--- config.mk ---
export PLATFORM = sky130hd
export DESIGN_NAME = dco_top
export DESIGN_NICKNAME = d
export VERILOG_FILES = /design/src/include/dco_pkg.sv /design/src/verilog/dco_top.sv
export SDC_FILE = /design/constraint.sdc
export NUM_CORES = 1
export LEC_CHECK = 0
export BUFFER_PORTS_ARGS = -buffer_cell sky130_fd_sc_hd__buf_4
export CAP_MARGIN = 20
export CORE_ASPECT_RATIO = 0.9
export CORE_MARGIN = 3
export CORE_UTILIZATION = 40
export CTS_CLUSTER_DIAMETER = 40
export DETAILED_ROUTE_END_ITERATION = 16
export PLACE_DENSITY_LB_ADDON = 0.05
export SETUP_SLACK_MARGIN = 0.5
export SKIP_CTS_REPAIR_TIMING = 1
export SLEW_MARGIN = 20
export SYNTH_ARGS = -nofsm -noshare
export SYNTH_HDL_FRONTEND = slang
export SYNTH_SLANG_ARGS = --single-unit
--- constraint.sdc ---
create_clock -name clk -period 6.25 [get_ports clk]
set_input_delay 0.9375 -clock clk [delete_from_list [all_inputs] [get_ports clk]]
set_output_delay 0.9375 -clock clk [all_outputs]
set_load 0.005 [all_outputs]
--- src/include/dco_pkg.sv ---
package dco_pkg;

  // ---------------------------------------------------------------
  // Register map
  // ---------------------------------------------------------------
  localparam logic [7:0] AMP_REG_OFFSET = 8'h05;
  localparam logic [7:0] OE_REG_A_OFFSET = 8'h01;
  localparam logic [7:0] OE_REG_B_OFFSET = 8'h02;
  localparam logic [7:0] AMP_REG_RESET = 8'h00;
  localparam logic [7:0] OE_REG_A_RESET = 8'h17;
  localparam logic [7:0] OE_REG_B_RESET = 8'hf8;
  localparam int AMP_SEL_BIT = 7;
  localparam int AMP_CODE_LSB = 4;
  localparam int AMP_CODE_MSB = 6;
  localparam int OE_A_BIT0 = 4;
  localparam int OE_A_BIT1 = 2;
  localparam int OE_A_BIT2 = 1;
  localparam int OE_A_BIT3 = 0;
  localparam int OE_B_BIT4 = 7;
  localparam int OE_B_BIT8 = 3;

  // ---------------------------------------------------------------
  // Amplitude and clock constants
  // ---------------------------------------------------------------
  localparam logic [10:0] AMP_BASE_MV = 11'h12c;
  localparam logic [10:0] AMP_STEP_MV = 11'h064;
  localparam logic [10:0] AMP_DEFAULT_MV = 11'h2bc;
  localparam int NUM_OUTPUTS = 9;
  localparam int OUT_FREQ_MHZ = 100;
  localparam int CLK_FREQ_MHZ = 200;
  localparam int OUT_HALF_CYCLES = CLK_FREQ_MHZ / (2 * OUT_FREQ_MHZ);

endpackage : dco_pkg

--- src/verilog/dco_top.sv ---
`timescale 1ns/1ps
// Functional notes
// - Override bit clear: outputs use default amplitude, code ignored.
// - Override bit set: swing comes from the three-bit code field.
// - Code maps linearly: 300 mV plus 100 mV per step.
// - Outputs zero to three each have their own disable pin.
// - One shared disable pin gates outputs four and five.
// - One shared disable pin gates outputs six, seven and eight.
// - Spread pin high sets spread_active only; the output clocks are not modulated.
// - Nine outputs, each a 100 MHz clock when enabled.
// - Each output has a register enable bit, one enables.
// - Host reaches registers over a parallel bus: write strobe, 8-bit address and data.
// - All control registers load defaults at reset.
module dco_top (
  input wire logic clk,
  input wire logic nrst,
  input wire logic reg_wr,
  input wire logic [7:0] reg_addr,
  input wire logic [7:0] reg_wdata,
  output logic [7:0] reg_rdata,
  input wire logic output_gate_pin_0,
  input wire logic output_gate_pin_1,
  input wire logic output_gate_pin_2,
  input wire logic output_gate_pin_3,
  input wire logic output_gate_pin_45,
  input wire logic output_gate_pin_68,
  input wire logic spread_request_pin,
  output logic [8:0] ref_clock_out,
  output logic [8:0] out_active,
  output logic spread_active,
  output logic [10:0] swing_mv
);

  // ---------------------------------------------------------------
  // Reset release and pin synchronisers
  // ---------------------------------------------------------------
  logic [1:0] rst_sync;
  logic nrst_int;
  always_ff @(posedge clk or negedge nrst) begin
    if (!nrst) begin
      rst_sync <= 2'h0;
    end else begin
      rst_sync <= {rst_sync[0], 1'b1};
    end
  end
  assign nrst_int = rst_sync[1];

  logic [6:0] pin_raw;
  assign pin_raw = {spread_request_pin, output_gate_pin_68,
    output_gate_pin_45, output_gate_pin_3, output_gate_pin_2,
    output_gate_pin_1, output_gate_pin_0};

  typedef struct packed {
    logic [6:0] pin_s1;
    logic [6:0] pin_s2;
    logic [7:0] amp_r;
    logic [7:0] oe_a_r;
    logic [7:0] oe_b_r;
    logic phase;
    logic [7:0] rdata;
    logic [8:0] clk_out;
    logic [8:0] act;
    logic spread;
    logic [10:0] swing;
  } dco_state_t;

  dco_state_t st_r;
  dco_state_t st_nxt;
  logic [8:0] pin_en;
  logic [8:0] reg_en;
  logic [8:0] en;

  // ---------------------------------------------------------------
  // Next-state logic
  // ---------------------------------------------------------------
  always_comb begin
    st_nxt = st_r;
    st_nxt.pin_s1 = pin_raw;
    st_nxt.pin_s2 = st_r.pin_s1;
    if (reg_wr) begin
      case (reg_addr)
        dco_pkg::AMP_REG_OFFSET: st_nxt.amp_r = reg_wdata;
        dco_pkg::OE_REG_A_OFFSET: st_nxt.oe_a_r = reg_wdata;
        dco_pkg::OE_REG_B_OFFSET: st_nxt.oe_b_r = reg_wdata;
        default: st_nxt.amp_r = st_r.amp_r;
      endcase
    end
    case (reg_addr)
      dco_pkg::AMP_REG_OFFSET: st_nxt.rdata = st_r.amp_r;
      dco_pkg::OE_REG_A_OFFSET: st_nxt.rdata = st_r.oe_a_r;
      dco_pkg::OE_REG_B_OFFSET: st_nxt.rdata = st_r.oe_b_r;
      default: st_nxt.rdata = 8'h00;
    endcase
    pin_en = {{3{st_r.pin_s2[5]}}, {2{st_r.pin_s2[4]}},
      st_r.pin_s2[3:0]};
    // Enable bits sit in the opposite order to the outputs they gate,
    // so each one is picked singly rather than as a slice.
    reg_en = {st_r.oe_b_r[dco_pkg::OE_B_BIT8],
      st_r.oe_b_r[dco_pkg::OE_B_BIT8 + 1],
      st_r.oe_b_r[dco_pkg::OE_B_BIT8 + 2],
      st_r.oe_b_r[dco_pkg::OE_B_BIT4 - 1],
      st_r.oe_b_r[dco_pkg::OE_B_BIT4],
      st_r.oe_a_r[dco_pkg::OE_A_BIT3], st_r.oe_a_r[dco_pkg::OE_A_BIT2],
      st_r.oe_a_r[dco_pkg::OE_A_BIT1], st_r.oe_a_r[dco_pkg::OE_A_BIT0]};
    en = pin_en & reg_en;
    st_nxt.act = en;
    // Clock divides by two from 200 MHz; disabled outputs park low.
    st_nxt.phase = ~st_r.phase;
    st_nxt.clk_out = en & {9{st_nxt.phase}};
    st_nxt.spread = st_r.pin_s2[6];
    if (st_r.amp_r[dco_pkg::AMP_SEL_BIT]) begin
      st_nxt.swing = dco_pkg::AMP_BASE_MV + 11'(dco_pkg::AMP_STEP_MV *
        11'(st_r.amp_r[dco_pkg::AMP_CODE_MSB:dco_pkg::AMP_CODE_LSB]));
    end else begin
      st_nxt.swing = dco_pkg::AMP_DEFAULT_MV;
    end
  end

  // ---------------------------------------------------------------
  // State register
  // ---------------------------------------------------------------
  always_ff @(posedge clk or negedge nrst_int) begin
    if (!nrst_int) begin
      st_r <= '0;
      st_r.pin_s1 <= 7'h3f;
      st_r.pin_s2 <= 7'h3f;
      st_r.amp_r <= dco_pkg::AMP_REG_RESET;
      st_r.oe_a_r <= dco_pkg::OE_REG_A_RESET;
      st_r.oe_b_r <= dco_pkg::OE_REG_B_RESET;
      st_r.swing <= dco_pkg::AMP_DEFAULT_MV;
    end else begin
      st_r <= st_nxt;
    end
  end

  assign reg_rdata = st_r.rdata;
  assign ref_clock_out = st_r.clk_out;
  assign out_active = st_r.act;
  assign spread_active = st_r.spread;
  assign swing_mv = st_r.swing;

  // ---------------------------------------------------------------
  // Assertions
  // ---------------------------------------------------------------
  property p_default_amp;
    @(posedge clk) disable iff (!nrst_int)
    !st_r.amp_r[7] |=> swing_mv == 11'h2bc;
  endproperty
  a_default_amp: assert property (p_default_amp)
    else $error("default amplitude not applied");

  property p_code_amp;
    @(posedge clk) disable iff (!nrst_int)
    st_r.amp_r[7] |=> swing_mv == 11'd300 + 11'd100 *
      11'($past(st_r.amp_r[6:4]));
  endproperty
  a_code_amp: assert property (p_code_amp)
    else $error("coded amplitude wrong");

  property p_max_amp;
    @(posedge clk) disable iff (!nrst_int)
    st_r.amp_r[7:4] == 4'hf |=> swing_mv == 11'd1000;
  endproperty
  a_max_amp: assert property (p_max_amp)
    else $error("code seven not 1000 mV");

  property p_pin0_off;
    @(posedge clk) disable iff (!nrst_int)
    !output_gate_pin_0 [*3] |=> !ref_clock_out[0] && !out_active[0];
  endproperty
  a_pin0_off: assert property (p_pin0_off)
    else $error("output zero not gated by its pin");

  property p_group45;
    @(posedge clk) disable iff (!nrst_int)
    !output_gate_pin_45 [*3] |=> out_active[5:4] == 2'h0;
  endproperty
  a_group45: assert property (p_group45)
    else $error("outputs four and five not gated");

  property p_group68;
    @(posedge clk) disable iff (!nrst_int)
    !output_gate_pin_68 [*3] |=> out_active[8:6] == 3'h0;
  endproperty
  a_group68: assert property (p_group68)
    else $error("outputs six to eight not gated");

  property p_spread;
    @(posedge clk) disable iff (!nrst_int)
    spread_request_pin [*3] |=> spread_active;
  endproperty
  a_spread: assert property (p_spread)
    else $error("spread not applied");

  property p_toggle;
    @(posedge clk) disable iff (!nrst_int)
    out_active[3] && $past(out_active[3]) |->
      ref_clock_out[3] != $past(ref_clock_out[3]);
  endproperty
  a_toggle: assert property (p_toggle)
    else $error("enabled output not toggling");

  property p_regen;
    @(posedge clk) disable iff (!nrst_int)
    !st_r.oe_b_r[7] |=> !out_active[4];
  endproperty
  a_regen: assert property (p_regen)
    else $error("register enable ignored");

  property p_readback;
    @(posedge clk) disable iff (!nrst_int)
    reg_wr && reg_addr == 8'h05 ##1 reg_addr == 8'h05 && !reg_wr |=>
      reg_rdata == $past(reg_wdata, 2);
  endproperty
  a_readback: assert property (p_readback)
    else $error("amplitude register readback wrong");

  c_override: cover property (@(posedge clk) st_r.amp_r[7]);
  c_spread: cover property (@(posedge clk) spread_active);
  c_all_on: cover property (@(posedge clk) out_active == 9'h1ff);
  c_gated: cover property (@(posedge clk) out_active == 9'h000);

endmodule : dco_top

==> flow_summary.json <==
{
  "finalCritPeriodShare": 0.354,
  "final.min_clock_period_ns": 2.21,
  "top_level_ports": 64,
  "track_usage": 0.125,
  "synth-main-ff-cell": "dfrtp_1",
  "maxSlewHeadroom": 0.374,
  "max_cap_violations": 0,
  "p_per_area_nw_per_um2": 255,
  "drive_gt1_frac": 0.500,
  "core_area_um2": 7580,
  "tns_ns": 0,
  "synth_area_um2": 3150,
  "cp.arrival_ns": 2.44,
  "cts_tree": "yes",
  "wl_um": 5140,
  "drv_slew": 0,
  "crit_slowest_cell": "and4b_1",
  "critPathMaxStageDelay_ns": 0.54,
  "avgSynthCellArea_um2": 13.8,
  "drc": 0,
  "power.clock.fraction": 0.369,
  "grt_first_pass_wirelength_um": 8610,
  "rows": 30,
  "seq_power_share": 0.584,
  "wl_per_cell_um": 14.3,
  "clockRootBuffer": "clkbuf_8",
  "ys_ff_latch": 77,
  "setup_viol": 0,
  "drt-vias-per-instance": 4.63,
  "synth_area_leaders": "dfrtp_1 (40%), dfstp_2 (23%), buf_4 (9.1%), mux2_2 (5.7%), and2_1 (4.2%)",
  "worstHoldPathCells": 0,
  "ant_nets": 0,
  "critical_path.cell_chain": "buf_4, nor4_2, and4b_1, nand2_4, mux2_4",
  "dp_slack_ns": 3.67,
  "crit_type": "input port to register",
  "ir_drop_mv": 0.139,
  "clock_latency_ns": 0.34,
  "first_global_vias": 1697,
  "synth_commonest_cells": "dfrtp_1 (50), buf_4 (38), dfstp_2 (27)",
  "status": "complete, no violations",
  "async_flop_share": 1.00,
  "dp.final_hpwl_um": 3470,
  "min_from": "st_nxt[11]",
  "crit_path_end_kind": "register",
  "clockBufferDepth": 2,
  "numCtsBuffers": 9,
  "seq_area_um2": 1960,
  "overflow": 0,
  "ff2ff_path_depth": 8,
  "fill_cells": 701,
  "antenna_found_initial": 0,
  "rsz0062_at_grt": "no",
  "hold_viol_final": 0,
  "num_vias": 1665,
  "syn_to_final_growth_pct": 14.8,
  "finish.utilization": 0.477,
  "synth_cells": 228,
  "worst_slew_pin_slew_ns": 0.939,
  "dieArea_um2": 8980,
  "clk_pin_slew_ns": 0.08,
  "r2r_slack_ns": 4.43,
  "yosysMostFrequentCell": "dfrtp_1",
  "clock.fmax_mhz": 452,
  "critPathMaxFanout": 9,
  "grt_max_degree": 76,
  "fin_ws_ns": 4.04,
  "rr_endpoint": "swing_mv[9]",
  "hp-class": "register to register",
  "drt_iter0_markers": 94,
  "skew_ns": 0.00686,
  "yosys.area.top_type_share": 0.397,
  "p_leak_nw": 1.84,
  "switching_share": 0.244,
  "startpoint_type": "input port",
  "first_pass_iters": 8,
  "synth_largest_area_cell": "dfrtp_1",
  "combinationalPowerShare": 0.047,
  "clkSinkCount": 77,
  "cts.htree.levels": 3,
  "ys_seq_area_frac": 0.623,
  "gp_congestion": 0.674,
  "antennaDiodeCount": 0,
  "synth-edff-count": 0,
  "intPower_mw": 0.697,
  "ys_types": 29,
  "dieWidth_um": 99.5,
  "port_buffers": 61,
  "rr_startpoint": "st_r[60]",
  "layout.cells.non_filler": 360,
  "min_to": "spread_active",
  "start_util": 0.415,
  "yosysWarnings": 0,
  "dieHeight_um": 90.2,
  "worstPathRequired_ns": 6.48,
  "multiInputGateArea_um2": 847,
  "placedCellCount": 344,
  "p_sw_mw": 0.225,
  "nets": 293
}
power groups by stage:
| stage | combinational, mW | clock (mW) | sequential [mW] |
|---|---|---|---|
| detailed placement | 0.0437 | 0 | 0.549 |
| global route | 0.0479 | 0.377 | 0.543 |
| global placement | 0.0429 | 0 | 0.549 |
| finish | 0.0431 | 0.340 | 0.539 |
| CTS | 0.0438 | 0.357 | 0.540 |
| floorplan | 0.0267 | 0 | 0.541 |
critical path: cells and delay by family:
kind	cells	cell delay (ns)
simple gates	3	1.05
mux	1	0.34
buf+inv	1	0.12
layout make-up:
| type | instances | area share |
|---|---|---|
| sequential | 77 | 0.543 |
| tap | 96 | 0.0332 |
| clock inverter | 7 | 0.0159 |
| inverter | 12 | 0.0125 |
| timing repair buffer | 61 | 0.127 |
| clock buffer | 9 | 0.0343 |
| multi-input combinational | 98 | 0.234 |
how the worst max path moves through the flow:
stage / slack (ns) / depth (start not counted) / to / startpoint
after floorplan: 3.99 / 0 / out_active[0] / rst_sync[1]
after global placement: 3.69 / 5 / st_r[41] / reg_addr[5]
after global routing: 3.98 / 5 / st_r[40] / reg_addr[5]
after CTS: 4.05 / 5 / st_r[40] / reg_addr[5]
final: 4.04 / 5 / st_r[40] / reg_addr[5]
after detailed placement: 3.67 / 5 / st_r[39] / reg_addr[5]
state kept, by name (all words and copies together), names as in the netlist:
name and flops:
swing_mv 9, spread_active 1, reg_en 9, out_active 9, rst_sync 2, pin_en 6
st_r 16, reg_rdata 8, ref_clock_out 9, st_nxt 8
per-stage QoR:
step | hold WS (ns) | total power [mW] | instance area (um2)
2_1_floorplan | 0.331 | 0.568 | 3150
3_3_place_gp | 0.333 | 0.592 | 3430
3_5_place_dp | 0.336 | 0.593 | 3430
4_1_cts | 0.340 | 0.941 | 3620
5_1_grt | 0.337 | 0.968 | 3620
6_report | 0.351 | 0.922 | 3620
per-layer routing:
metal  vias up  wire [um]  global-route usage
li1        787          -                   -
met1       813       2290               0.165
met5         -          0                   0
met3         8        417              0.0613
met4         0         69              0.0410
met2        57       2370               0.180
cell families (layout without fill, tap and decap cells):
kind of cell	Yosys count	count (layout)	synth area share
flops	77	77	0.623
other cells	2	3	0.00238
fa+ha+maj	8	8	0.0318
buf+inv	54	89	0.110
mux	24	24	0.0954
compound gates	19	19	0.0461
xor+xnor	3	3	0.00834
simple gates	41	41	0.0838
layout by cell type, fill, tap and decap left out, types with 3 or more instances in the layout:
master,instances
xnor2_1,3
inv_1,12
mux2_2,16
nand2_1,4
conb_1,3
mux2_4,8
dfrtp_1,49
a222oi_1,8
o21ai_0,6
dfstp_2,27
ha_1,8
buf_4,61
nor2b_1,4
clkbuf_8,9
and2_1,21
Power figures use the tool's default switching activity.
